File: src/hw/clss_pkg.sv
/*
 * Shared constants, types and the opcode decoder of the load, shift and
 * stack instruction group for an 8-bit accumulator core.
 * Assumes one processor clock and a synchronous memory bus whose read data
 * is valid at the end of the cycle in which the address is presented.
 */
// ====================================================================
// Overview of operation
// - Load X register, five modes, page penalty
// - Load Y register, absolute X page penalty
// - Shift right: bit0 to carry, N cleared
// - No-operation: one byte, two cycles, nothing changes
// - OR memory into accumulator, page penalty
// - Push accumulator, flags untouched
// - Push status, three cycles, flags untouched
// - Pull accumulator from top of stack
// - Pull status replaces every flag, four cycles
// - Rotate left through carry, documented cycle counts
package clss_pkg;

  // ==================================================================
  // Memory map and reset values
  localparam logic [7:0] STACK_PAGE = 8'h01;
  localparam logic [7:0] ZERO_PAGE = 8'h00;
  localparam logic [7:0] SP_RESET = 8'hFF;
  localparam logic [15:0] PC_RESET = 16'h0000;
  localparam logic [7:0] P_RESET = 8'h20;
  // Bits 5 and 4 read as one in the pushed copy of the status
  localparam logic [7:0] PUSH_STATUS_SET = 8'h30;

  // ==================================================================
  // Status bit positions
  localparam int P_C = 0;
  localparam int P_Z = 1;
  localparam int P_N = 7;

  // ==================================================================
  // Opcodes of the group
  localparam logic [7:0] OP_LIX_IMM = 8'hA2;
  localparam logic [7:0] OP_LIX_ZP = 8'hA6;
  localparam logic [7:0] OP_LIX_ZPY = 8'hB6;
  localparam logic [7:0] OP_LIX_ABS = 8'hAE;
  localparam logic [7:0] OP_LIX_ABSY = 8'hBE;
  localparam logic [7:0] OP_LIY_IMM = 8'hA0;
  localparam logic [7:0] OP_LIY_ZP = 8'hA4;
  localparam logic [7:0] OP_LIY_ZPX = 8'hB4;
  localparam logic [7:0] OP_LIY_ABS = 8'hAC;
  localparam logic [7:0] OP_LIY_ABSX = 8'hBC;
  localparam logic [7:0] OP_SRL_ACC = 8'h4A;
  localparam logic [7:0] OP_SRL_ZP = 8'h46;
  localparam logic [7:0] OP_SRL_ZPX = 8'h56;
  localparam logic [7:0] OP_SRL_ABS = 8'h4E;
  localparam logic [7:0] OP_SRL_ABSX = 8'h5E;
  localparam logic [7:0] OP_NOP = 8'hEA;
  localparam logic [7:0] OP_ORM_IMM = 8'h09;
  localparam logic [7:0] OP_ORM_ZP = 8'h05;
  localparam logic [7:0] OP_ORM_ZPX = 8'h15;
  localparam logic [7:0] OP_ORM_ABS = 8'h0D;
  localparam logic [7:0] OP_ORM_ABSX = 8'h1D;
  localparam logic [7:0] OP_ORM_ABSY = 8'h19;
  localparam logic [7:0] OP_ORM_INDX = 8'h01;
  localparam logic [7:0] OP_ORM_INDY = 8'h11;
  localparam logic [7:0] OP_PSA = 8'h48;
  localparam logic [7:0] OP_PSS = 8'h08;
  localparam logic [7:0] OP_PUA = 8'h68;
  localparam logic [7:0] OP_PUS = 8'h28;
  localparam logic [7:0] OP_RCL_ACC = 8'h2A;
  localparam logic [7:0] OP_RCL_ZP = 8'h26;
  localparam logic [7:0] OP_RCL_ZPX = 8'h36;
  localparam logic [7:0] OP_RCL_ABS = 8'h2E;
  localparam logic [7:0] OP_RCL_ABSX = 8'h3E;
  localparam logic [7:0] OP_RCR_ACC = 8'h6A;
  localparam logic [7:0] OP_RCR_ZP = 8'h66;
  localparam logic [7:0] OP_RCR_ZPX = 8'h76;
  localparam logic [7:0] OP_RCR_ABS = 8'h6E;
  localparam logic [7:0] OP_RCR_ABSX = 8'h7E;

  // ==================================================================
  // Types
  typedef enum logic [3:0] {
    K_LIX, K_LIY, K_SRL, K_NOP, K_ORM, K_PSA, K_PSS, K_PUA, K_PUS,
    K_RCL, K_RCR, K_BAD
  } clss_kind_e;
  typedef enum logic [3:0] {
    M_IMP, M_ACC, M_IMM, M_ZP, M_ZPX, M_ZPY, M_ABS, M_ABSX, M_ABSY,
    M_INDX, M_INDY
  } clss_mode_e;
  typedef enum logic [2:0] {A_PASS, A_OR, A_SRL, A_RCL, A_RCR} clss_aluop_e;
  // Decoded instruction
  typedef struct packed {
    clss_kind_e kind;
    clss_mode_e mode;
  } clss_dec_s;
  // Memory bus request, driven from flip-flops
  typedef struct packed {
    logic [15:0] addr;
    logic [7:0] wdata;
    logic we;
  } clss_bus_s;

  // Opcode to kind and addressing mode; unknown codes decode as K_BAD
  function automatic clss_dec_s clss_decode(input logic [7:0] opc);
    clss_dec_s d;
    d = '{kind: K_BAD, mode: M_IMP};
    case (opc)
      OP_LIX_IMM: d = '{K_LIX, M_IMM};
      OP_LIX_ZP: d = '{K_LIX, M_ZP};
      OP_LIX_ZPY: d = '{K_LIX, M_ZPY};
      OP_LIX_ABS: d = '{K_LIX, M_ABS};
      OP_LIX_ABSY: d = '{K_LIX, M_ABSY};
      OP_LIY_IMM: d = '{K_LIY, M_IMM};
      OP_LIY_ZP: d = '{K_LIY, M_ZP};
      OP_LIY_ZPX: d = '{K_LIY, M_ZPX};
      OP_LIY_ABS: d = '{K_LIY, M_ABS};
      OP_LIY_ABSX: d = '{K_LIY, M_ABSX};
      OP_SRL_ACC: d = '{K_SRL, M_ACC};
      OP_SRL_ZP: d = '{K_SRL, M_ZP};
      OP_SRL_ZPX: d = '{K_SRL, M_ZPX};
      OP_SRL_ABS: d = '{K_SRL, M_ABS};
      OP_SRL_ABSX: d = '{K_SRL, M_ABSX};
      OP_NOP: d = '{K_NOP, M_IMP};
      OP_ORM_IMM: d = '{K_ORM, M_IMM};
      OP_ORM_ZP: d = '{K_ORM, M_ZP};
      OP_ORM_ZPX: d = '{K_ORM, M_ZPX};
      OP_ORM_ABS: d = '{K_ORM, M_ABS};
      OP_ORM_ABSX: d = '{K_ORM, M_ABSX};
      OP_ORM_ABSY: d = '{K_ORM, M_ABSY};
      OP_ORM_INDX: d = '{K_ORM, M_INDX};
      OP_ORM_INDY: d = '{K_ORM, M_INDY};
      OP_PSA: d = '{K_PSA, M_IMP};
      OP_PSS: d = '{K_PSS, M_IMP};
      OP_PUA: d = '{K_PUA, M_IMP};
      OP_PUS: d = '{K_PUS, M_IMP};
      OP_RCL_ACC: d = '{K_RCL, M_ACC};
      OP_RCL_ZP: d = '{K_RCL, M_ZP};
      OP_RCL_ZPX: d = '{K_RCL, M_ZPX};
      OP_RCL_ABS: d = '{K_RCL, M_ABS};
      OP_RCL_ABSX: d = '{K_RCL, M_ABSX};
      OP_RCR_ACC: d = '{K_RCR, M_ACC};
      OP_RCR_ZP: d = '{K_RCR, M_ZP};
      OP_RCR_ZPX: d = '{K_RCR, M_ZPX};
      OP_RCR_ABS: d = '{K_RCR, M_ABS};
      OP_RCR_ABSX: d = '{K_RCR, M_ABSX};
      default: d = '{K_BAD, M_IMP};
    endcase
    return d;
  endfunction

endpackage

File: src/hw/clss_alu.sv
/*
 * Result and flag unit: pass, OR, logical shift right and the two
 * rotates through carry. Purely combinational.
 * Assumes the caller picks the operand and decides which result it keeps.
 */
`timescale 1ns/10ps
module clss_alu (
  // Operation select
  input clss_pkg::clss_aluop_e op,
  // Operands
  input logic [7:0] acc,
  input logic [7:0] din,
  input logic cin,
  // Result and flags
  output logic [7:0] dout,
  output logic cout,
  output logic neg,
  output logic zero
);

  // ==================================================================
  // Operation
  // Carry passes through unless a shift or rotate replaces it
  always_comb begin
    dout = din;
    cout = cin;
    case (op)
      clss_pkg::A_OR: dout = acc | din;
      // Zero enters bit 7, so the negative flag always comes out clear
      clss_pkg::A_SRL: begin
        dout = {1'b0, din[7:1]};
        cout = din[0];
      end
      clss_pkg::A_RCL: begin
        dout = {din[6:0], cin};
        cout = din[7];
      end
      clss_pkg::A_RCR: begin
        dout = {cin, din[7:1]};
        cout = din[0];
      end
      default: dout = din;
    endcase
  end

  // Flags from the result
  assign neg = dout[7];
  assign zero = (dout == 8'h00);

endmodule

File: src/hw/clss_core.sv
/*
 * Fetches and executes the load, shift, OR, no-operation and stack
 * instruction group, one bus cycle per clock.
 * Assumes memory on the same clock: the address and write strobe are
 * presented for one cycle, and read data is valid at that cycle's end.
 * Opcodes outside the group retire as two-cycle no-operations and pulse
 * illegal_opcode.
 */
`timescale 1ns/10ps
module clss_core #(
  parameter logic [15:0] RESET_PC = clss_pkg::PC_RESET
) (
  // Clock and reset
  input logic clk,
  input logic rst_b,
  // Memory bus
  input logic [7:0] mem_rdata,
  output clss_pkg::clss_bus_s mem_bus,
  // Architectural state
  output logic [7:0] reg_a,
  output logic [7:0] reg_x,
  output logic [7:0] reg_y,
  output logic [7:0] reg_p,
  output logic [7:0] reg_sp,
  output logic [15:0] reg_pc,
  // Status pulses
  output logic instr_done,
  output logic illegal_opcode
);

  // ==================================================================
  // Declarations
  typedef enum logic [3:0] {
    S_FETCH, S_OP1, S_OP2, S_ZPIDX, S_PTRLO, S_PTRHI, S_FIX, S_READ,
    S_DUMMYW, S_WRITE, S_STKDUM, S_PUSH, S_PULL
  } clss_state_e;

  logic rst_meta; // First reset stage, read only by rst_sync_b
  logic rst_sync_b; // Released reset for the rest of the block
  clss_state_e state, next_state;
  clss_pkg::clss_dec_s ins, next_ins; // Instruction in flight
  clss_pkg::clss_bus_s next_bus;
  logic [15:0] ea, next_ea; // Effective address
  logic [7:0] ptr, next_ptr; // Zero-page pointer for indirect modes
  logic [7:0] opnd, next_opnd; // Held operand of read-modify-write
  logic [7:0] next_a, next_x, next_y, next_p, next_sp;
  logic [15:0] next_pc;
  logic next_done, next_illegal;

  // ==================================================================
  // Decode helpers
  wire clss_pkg::clss_dec_s fetched = clss_pkg::clss_decode(mem_rdata);
  wire is_shift = (ins.kind == clss_pkg::K_SRL) || (ins.kind == clss_pkg::K_RCL)
    || (ins.kind == clss_pkg::K_RCR);
  wire is_rmw = is_shift && (ins.mode != clss_pkg::M_ACC);
  // Y indexes the Y-indexed forms, X the rest
  wire use_y = (ins.mode == clss_pkg::M_ZPY) || (ins.mode == clss_pkg::M_ABSY)
    || (ins.mode == clss_pkg::M_INDY);
  wire [7:0] idx = use_y ? reg_y : reg_x;
  // Low byte plus index; bit 8 flags a page crossing
  wire [8:0] idx_sum = {1'b0, ea[7:0]} + {1'b0, idx};
  wire [7:0] hi_inc = mem_rdata + 8'h01;
  wire [15:0] stack_top = {clss_pkg::STACK_PAGE, reg_sp};
  wire [7:0] sp_inc = reg_sp + 8'h01;
  wire [15:0] pc_inc = reg_pc + 16'h0001;

  // ALU operand and operation
  wire [7:0] alu_in = (state == S_DUMMYW) ? opnd
    : (ins.mode == clss_pkg::M_ACC) ? reg_a : mem_rdata;
  wire clss_pkg::clss_aluop_e alu_op =
    (ins.kind == clss_pkg::K_ORM) ? clss_pkg::A_OR
    : (ins.kind == clss_pkg::K_SRL) ? clss_pkg::A_SRL
    : (ins.kind == clss_pkg::K_RCL) ? clss_pkg::A_RCL
    : (ins.kind == clss_pkg::K_RCR) ? clss_pkg::A_RCR : clss_pkg::A_PASS;
  logic [7:0] alu_out;
  logic alu_c, alu_n, alu_z;

  clss_alu clss_alu_inst (
    .op(alu_op),
    .acc(reg_a),
    .din(alu_in),
    .cin(reg_p[clss_pkg::P_C]),
    .dout(alu_out),
    .cout(alu_c),
    .neg(alu_n),
    .zero(alu_z)
  );

  // ==================================================================
  // Reset release
  // Asserts at once, releases two edges later to avoid a ragged exit
  always_ff @(posedge clk or negedge rst_b) begin
    if (!rst_b) begin
      rst_meta <= 1'b0;
      rst_sync_b <= 1'b0;
    end else begin
      rst_meta <= 1'b1;
      rst_sync_b <= rst_meta;
    end
  end

  // ==================================================================
  // Sequencer
  // Each state is one bus cycle; mem_rdata belongs to the current state
  always_comb begin
    next_state = state;
    next_ins = ins;
    next_bus = '{addr: reg_pc, wdata: 8'h00, we: 1'b0};
    next_ea = ea;
    next_ptr = ptr;
    next_opnd = opnd;
    next_a = reg_a;
    next_x = reg_x;
    next_y = reg_y;
    next_p = reg_p;
    next_sp = reg_sp;
    next_pc = reg_pc;
    next_done = 1'b0;
    next_illegal = 1'b0;
    case (state)
      // Opcode fetch
      S_FETCH: begin
        next_ins = fetched;
        next_pc = pc_inc;
        next_bus.addr = pc_inc;
        next_illegal = (fetched.kind == clss_pkg::K_BAD);
        next_state = S_OP1;
      end
      // Second byte; one-byte forms read it and discard it
      S_OP1: begin
        next_state = S_FETCH;
        case (ins.mode)
          clss_pkg::M_IMP, clss_pkg::M_ACC: begin
            if (ins.kind == clss_pkg::K_PSA || ins.kind == clss_pkg::K_PSS) begin
              next_bus = '{addr: stack_top, wdata: reg_a, we: 1'b1};
              if (ins.kind == clss_pkg::K_PSS)
                next_bus.wdata = reg_p | clss_pkg::PUSH_STATUS_SET;
              next_state = S_PUSH;
            end else if (ins.kind == clss_pkg::K_PUA || ins.kind == clss_pkg::K_PUS) begin
              next_bus.addr = stack_top;
              next_state = S_STKDUM;
            end else begin
              // No-operation and unknown codes end here untouched
              next_done = 1'b1;
              if (is_shift) begin
                next_a = alu_out;
                next_p[clss_pkg::P_C] = alu_c;
                next_p[clss_pkg::P_N] = alu_n;
                next_p[clss_pkg::P_Z] = alu_z;
              end
            end
          end
          clss_pkg::M_IMM: begin
            next_pc = pc_inc;
            next_bus.addr = pc_inc;
            next_done = 1'b1;
            if (ins.kind == clss_pkg::K_LIX)
              next_x = alu_out;
            else if (ins.kind == clss_pkg::K_LIY)
              next_y = alu_out;
            else
              next_a = alu_out;
            next_p[clss_pkg::P_N] = alu_n;
            next_p[clss_pkg::P_Z] = alu_z;
          end
          clss_pkg::M_ZP: begin
            next_pc = pc_inc;
            next_ea = {clss_pkg::ZERO_PAGE, mem_rdata};
            next_bus.addr = {clss_pkg::ZERO_PAGE, mem_rdata};
            next_state = S_READ;
          end
          clss_pkg::M_ZPX, clss_pkg::M_ZPY, clss_pkg::M_INDX: begin
            next_pc = pc_inc;
            next_ea = {clss_pkg::ZERO_PAGE, mem_rdata};
            next_bus.addr = {clss_pkg::ZERO_PAGE, mem_rdata};
            next_state = S_ZPIDX;
          end
          clss_pkg::M_INDY: begin
            next_pc = pc_inc;
            next_ptr = mem_rdata;
            next_bus.addr = {clss_pkg::ZERO_PAGE, mem_rdata};
            next_state = S_PTRLO;
          end
          default: begin
            // Absolute forms: low byte now, high byte next
            next_pc = pc_inc;
            next_ea = {8'h00, mem_rdata};
            next_bus.addr = pc_inc;
            next_state = S_OP2;
          end
        endcase
      end
      // Index add inside page zero; the carry is dropped on purpose
      S_ZPIDX: begin
        if (ins.mode == clss_pkg::M_INDX) begin
          next_ptr = idx_sum[7:0];
          next_bus.addr = {clss_pkg::ZERO_PAGE, idx_sum[7:0]};
          next_state = S_PTRLO;
        end else begin
          next_ea = {clss_pkg::ZERO_PAGE, idx_sum[7:0]};
          next_bus.addr = {clss_pkg::ZERO_PAGE, idx_sum[7:0]};
          next_state = S_READ;
        end
      end
      // Pointer low byte; the pointer wraps inside page zero
      S_PTRLO: begin
        next_ea = {8'h00, mem_rdata};
        next_ptr = ptr + 8'h01;
        next_bus.addr = {clss_pkg::ZERO_PAGE, ptr + 8'h01};
        next_state = S_PTRHI;
      end
      // High byte of an absolute or indirect address
      S_OP2, S_PTRHI: begin
        if (state == S_OP2)
          next_pc = pc_inc;
        next_state = S_READ;
        if (ins.mode == clss_pkg::M_ABS || ins.mode == clss_pkg::M_INDX) begin
          next_ea = {mem_rdata, ea[7:0]};
          next_bus.addr = {mem_rdata, ea[7:0]};
        end else begin
          // Uncorrected read first; the fix cycle costs one more clock
          next_ea = {mem_rdata, idx_sum[7:0]};
          next_bus.addr = {mem_rdata, idx_sum[7:0]};
          if (idx_sum[8] || is_rmw) begin
            next_state = S_FIX;
            if (idx_sum[8])
              next_ea = {hi_inc, idx_sum[7:0]};
          end
        end
      end
      // Page fix: dummy read done, now the real address
      S_FIX: begin
        next_bus.addr = ea;
        next_state = S_READ;
      end
      // Operand read
      S_READ: begin
        if (is_rmw) begin
          next_opnd = mem_rdata;
          next_bus = '{addr: ea, wdata: mem_rdata, we: 1'b1};
          next_state = S_DUMMYW;
        end else begin
          next_done = 1'b1;
          next_state = S_FETCH;
          if (ins.kind == clss_pkg::K_LIX)
            next_x = alu_out;
          else if (ins.kind == clss_pkg::K_LIY)
            next_y = alu_out;
          else
            next_a = alu_out;
          next_p[clss_pkg::P_N] = alu_n;
          next_p[clss_pkg::P_Z] = alu_z;
        end
      end
      // Old value written back while the new one is formed
      S_DUMMYW: begin
        next_bus = '{addr: ea, wdata: alu_out, we: 1'b1};
        next_p[clss_pkg::P_C] = alu_c;
        next_p[clss_pkg::P_N] = alu_n;
        next_p[clss_pkg::P_Z] = alu_z;
        next_state = S_WRITE;
      end
      S_WRITE: begin
        next_done = 1'b1;
        next_state = S_FETCH;
      end
      // Push: write done this cycle, stack grows downward
      S_PUSH: begin
        next_sp = reg_sp - 8'h01;
        next_done = 1'b1;
        next_state = S_FETCH;
      end
      // Pull: dummy read of the old top, then read the new top
      S_STKDUM: begin
        next_sp = sp_inc;
        next_bus.addr = {clss_pkg::STACK_PAGE, sp_inc};
        next_state = S_PULL;
      end
      S_PULL: begin
        next_done = 1'b1;
        next_state = S_FETCH;
        if (ins.kind == clss_pkg::K_PUS) begin
          next_p = mem_rdata;
        end else begin
          next_a = alu_out;
          next_p[clss_pkg::P_N] = alu_n;
          next_p[clss_pkg::P_Z] = alu_z;
        end
      end
      default: next_state = S_FETCH;
    endcase
  end

  // ==================================================================
  // State registers
  // Reset starts an opcode fetch at RESET_PC; no vector is read here
  always_ff @(posedge clk or negedge rst_sync_b) begin
    if (!rst_sync_b) begin
      state <= S_FETCH;
      ins <= '{kind: clss_pkg::K_NOP, mode: clss_pkg::M_IMP};
      mem_bus <= '{addr: RESET_PC, wdata: 8'h00, we: 1'b0};
      ea <= 16'h0000;
      ptr <= 8'h00;
      opnd <= 8'h00;
      reg_a <= 8'h00;
      reg_x <= 8'h00;
      reg_y <= 8'h00;
      reg_p <= clss_pkg::P_RESET;
      reg_sp <= clss_pkg::SP_RESET;
      reg_pc <= RESET_PC;
      instr_done <= 1'b0;
      illegal_opcode <= 1'b0;
    end else begin
      state <= next_state;
      ins <= next_ins;
      mem_bus <= next_bus;
      ea <= next_ea;
      ptr <= next_ptr;
      opnd <= next_opnd;
      reg_a <= next_a;
      reg_x <= next_x;
      reg_y <= next_y;
      reg_p <= next_p;
      reg_sp <= next_sp;
      reg_pc <= next_pc;
      instr_done <= next_done;
      illegal_opcode <= next_illegal;
    end
  end

endmodule

File: config.mk
export PLATFORM = sky130hd
export DESIGN_NAME = clss_core
export DESIGN_NICKNAME = d
export VERILOG_FILES = /design/src/hw/clss_pkg.sv /design/src/hw/clss_alu.sv /design/src/hw/clss_core.sv
export SDC_FILE = /design/constraint.sdc
export NUM_CORES = 1
export LEC_CHECK = 0
export ABC_AREA = 1
export BUFFER_PORTS_ARGS = -buffer_cell sky130_fd_sc_hd__clkbuf_2
export CELL_PAD_IN_SITES_DETAIL_PLACEMENT = 0
export CELL_PAD_IN_SITES_GLOBAL_PLACEMENT = 2
export CORE_MARGIN = 8
export CORE_UTILIZATION = 34
export DETAILED_ROUTE_END_ITERATION = 7
export MAX_ROUTING_LAYER = met4
export PLACE_DENSITY_LB_ADDON = 0.3
export SLEW_MARGIN = 20
export SYNTH_ARGS = -nofsm -noshare
export SYNTH_HDL_FRONTEND = slang
export SYNTH_SLANG_ARGS = --single-unit
File: constraint.sdc
create_clock -name clk -period 5.5 [get_ports clk]
set_input_delay 0.55 -clock clk [delete_from_list [all_inputs] [get_ports clk]]
set_output_delay 0.55 -clock clk [all_outputs]
set_load 0.1 [all_outputs]
==> metrics.txt <==
outcome complete, no violations; Arr. time, crit path 3430 ps; max incr delay on CP 430 ps; via count 9005; Hold Slack 348 ps; Synth Cell Area 8800 µm²; Post-Synth Adder-Cell Area 0.0250; M3 GR Usage 0.0299; # setup viols final 0; Slew Limit Fails 0; RSZ-0062 raised after global routing no; Pre-Repair DR Iteration Count 6; Avg Synthesized Cell Area 7.03 µm²; Worst setup EP type register; GR Util met2 0.357; most frequent cells in the layout nand2_1 (353), inv_1 (144), nand3_1 (117), dfrtp_1 (117), o21ai_0 (103); combinational family with the most area after synthesis simple AND/OR/NAND/NOR gates; Area Growth Syn to Fin 15.3%; Post-Syn Instances 1251; Critical-path top delay cell dfrtp_1; # fillers 2812; clock root cell clkbuf_16; post-synthesis xor/xnor area fraction 0.0239; Yosys reg bits 129; Die Area 31300 µm²; Max Freq 0.320 GHz; Distinct cells, synth 56; CTS buffer count 17; final-report hold violation count 0; yosys warns 0; gr usage total 0.228; final cycle utilization of the critical path 0.568; sequential element share of the synthesized area 0.368; Synth Area in Compound Gates 0.155; DRT iter0 DRCs 846; Die Wd 177 µm; Final nets 1363; M1 GR Usage 0.301; fin crit period 3130 ps; Clock Latency Late Sink 430 ps; ant diodes 0; vias in the first global route 8935; Post-CTS Setup Inserts 0; CTS H-tree lvls 4; max-cap violation count 0; Post-DRT Antenna Nets 0; Post-synth ARST share 1.00; Post-synth EDFFs 0; WS Path Type register to register; Post-Synth Simple-Gate Area 0.330; prevailing post-synth register cell dfrtp_1; startpoint types register; maximum fanout along the worst path 14; routability cong. 0.932; most common cell after layout, fill and taps aside nand2_1; CTS clk-pin slew, worst paths 70 ps; Residual DRC 0; first-pass GRT wire length 53300 µm; mux contribution to synthesized area 0.00256; design area 10100 µm²; post-CTS sizing 0; most used routing layer in global routing met2; routed len/inst 20.5 µm; clock skew 10.6 ps; die height 177 µm; CTS tree done; vias per cell 5.35; GR Overflow Total 0; slew margin rel. 0.322; Worst Max-Slew Pin Slew 1010 ps; Mapped Nets 1278; CP delay by family, top simple AND/OR/NAND/NOR gates; Starting Density 0.342; Most flops, register mem_bus; Port Buffers 92; io pins 93; initial antenna violation count 0; core area 25800 µm²; required time of the critical path 5810 ps; max reg flops 25; type of the worst min-delay path register to register; HPWL after detailed placement 26000 µm; top flop regs mem_bus: 25 flops, ea: 16 flops, reg_pc: 16 flops; crit-path cells inv_1 -> nand2_1 -> o21ai_0 -> buf_4 -> o21ai_0 -> ha_1 -> fa_1 -> nand4_1 -> nand3_1 -> a21o_1 -> nand2_1 -> nand2_1 -> nand2_1 -> inv_2 -> nand2_1 -> nand2_1 -> nand3_1 -> nand2_1; fraction of final layout cells sized beyond drive strength 1 0.157; worst path bufs/invs 3; final WL 34600 µm; CTS Buffer Depth 2; Std-Cell Rows 59; cell mode on critical path nand2_1; largest net degree at the start of global routing 72; Setup TNS 0 ps; CTS Sinks 129; placed cells 1651; Final Non-Filler Cells 1684; Placed Area 9530 µm²
==> cell usage after synthesis (all sizes together) (16+ instances only) <==
library cell / count / area, µm²
nand2: 364 / 1410
nand3: 121 / 633
o21ai: 115 / 591
a21oi: 34 / 170
buf: 18 / 139
nor3: 24 / 145
ha: 16 / 200
nor2: 114 / 521
nand4: 20 / 138
inv: 164 / 621
dfrtp: 118 / 2950
xor2: 22 / 193
o211ai: 16 / 134
==> cells by family after synthesis <==
kind of cell / Yosys count
DFF: 129
xor gates and xnor gates: 24
AOI/OAI and AO/OA: 226
buffers and inverters: 201
and+or+nand+nor: 651
adders and majority gates: 17
other: 1
muxes: 2
==> worst paths after layout <==
| kind | slack [ps] | to | start | cells past startpoint |
|---|---|---|---|---|
| setup reg to reg | 2370 | ea[13] | ins[1] | 18 |
| min in group asynchronous | 440 | rst_sync_b | rst_b | 2 |
| hold reg to reg | 350 | rst_sync_b | rst_meta | 0 |
| hold / removal | 350 | rst_sync_b | rst_meta | 0 |
| max in group asynchronous | 3680 | reg_pc[10] | rst_sync_b | 1 |
| setup / recovery | 2370 | ea[13] | ins[1] | 18 |
==> what timing repair did <==
| item | 4_1_cts | 5_1_grt |
|---|---|---|
| endpoints found under the hold margin | 2 | 0 |
| hold buffers | 1 | 0 |
| endpoints found under the setup margin | 0 | 0 |
==> per-stage QoR <==
stage	worst slack, ps	utilization
6_report	2370	0.394
5_1_grt	2020	0.394
4_1_cts	2400	0.394
3_5_place_dp	2420	0.370
3_3_place_gp	2480	0.370
2_1_floorplan	1660	-
==> final cells by class <==
type                    instances  area, µm²  area share
clock inverters                12        144      0.0142
inverters                     169        639      0.0630
multi-input cells             921       4730       0.466
flip-flops and latches        129       3250       0.320
clock buffers                  20        467      0.0460
well taps                     335        419      0.0413
repair buffers                 98        508      0.0500
==> layer usage <==
layer  up-vias  part of all wire
li1       4314                 -
met5         -                 0
met2       334              0.47
met3        55             0.052
met4         0             0.024
met1      4302              0.46
Power is left out: the tool's default activity adds up to more than one toggle a clock period on the data nets, which glitch-free logic cannot reach.
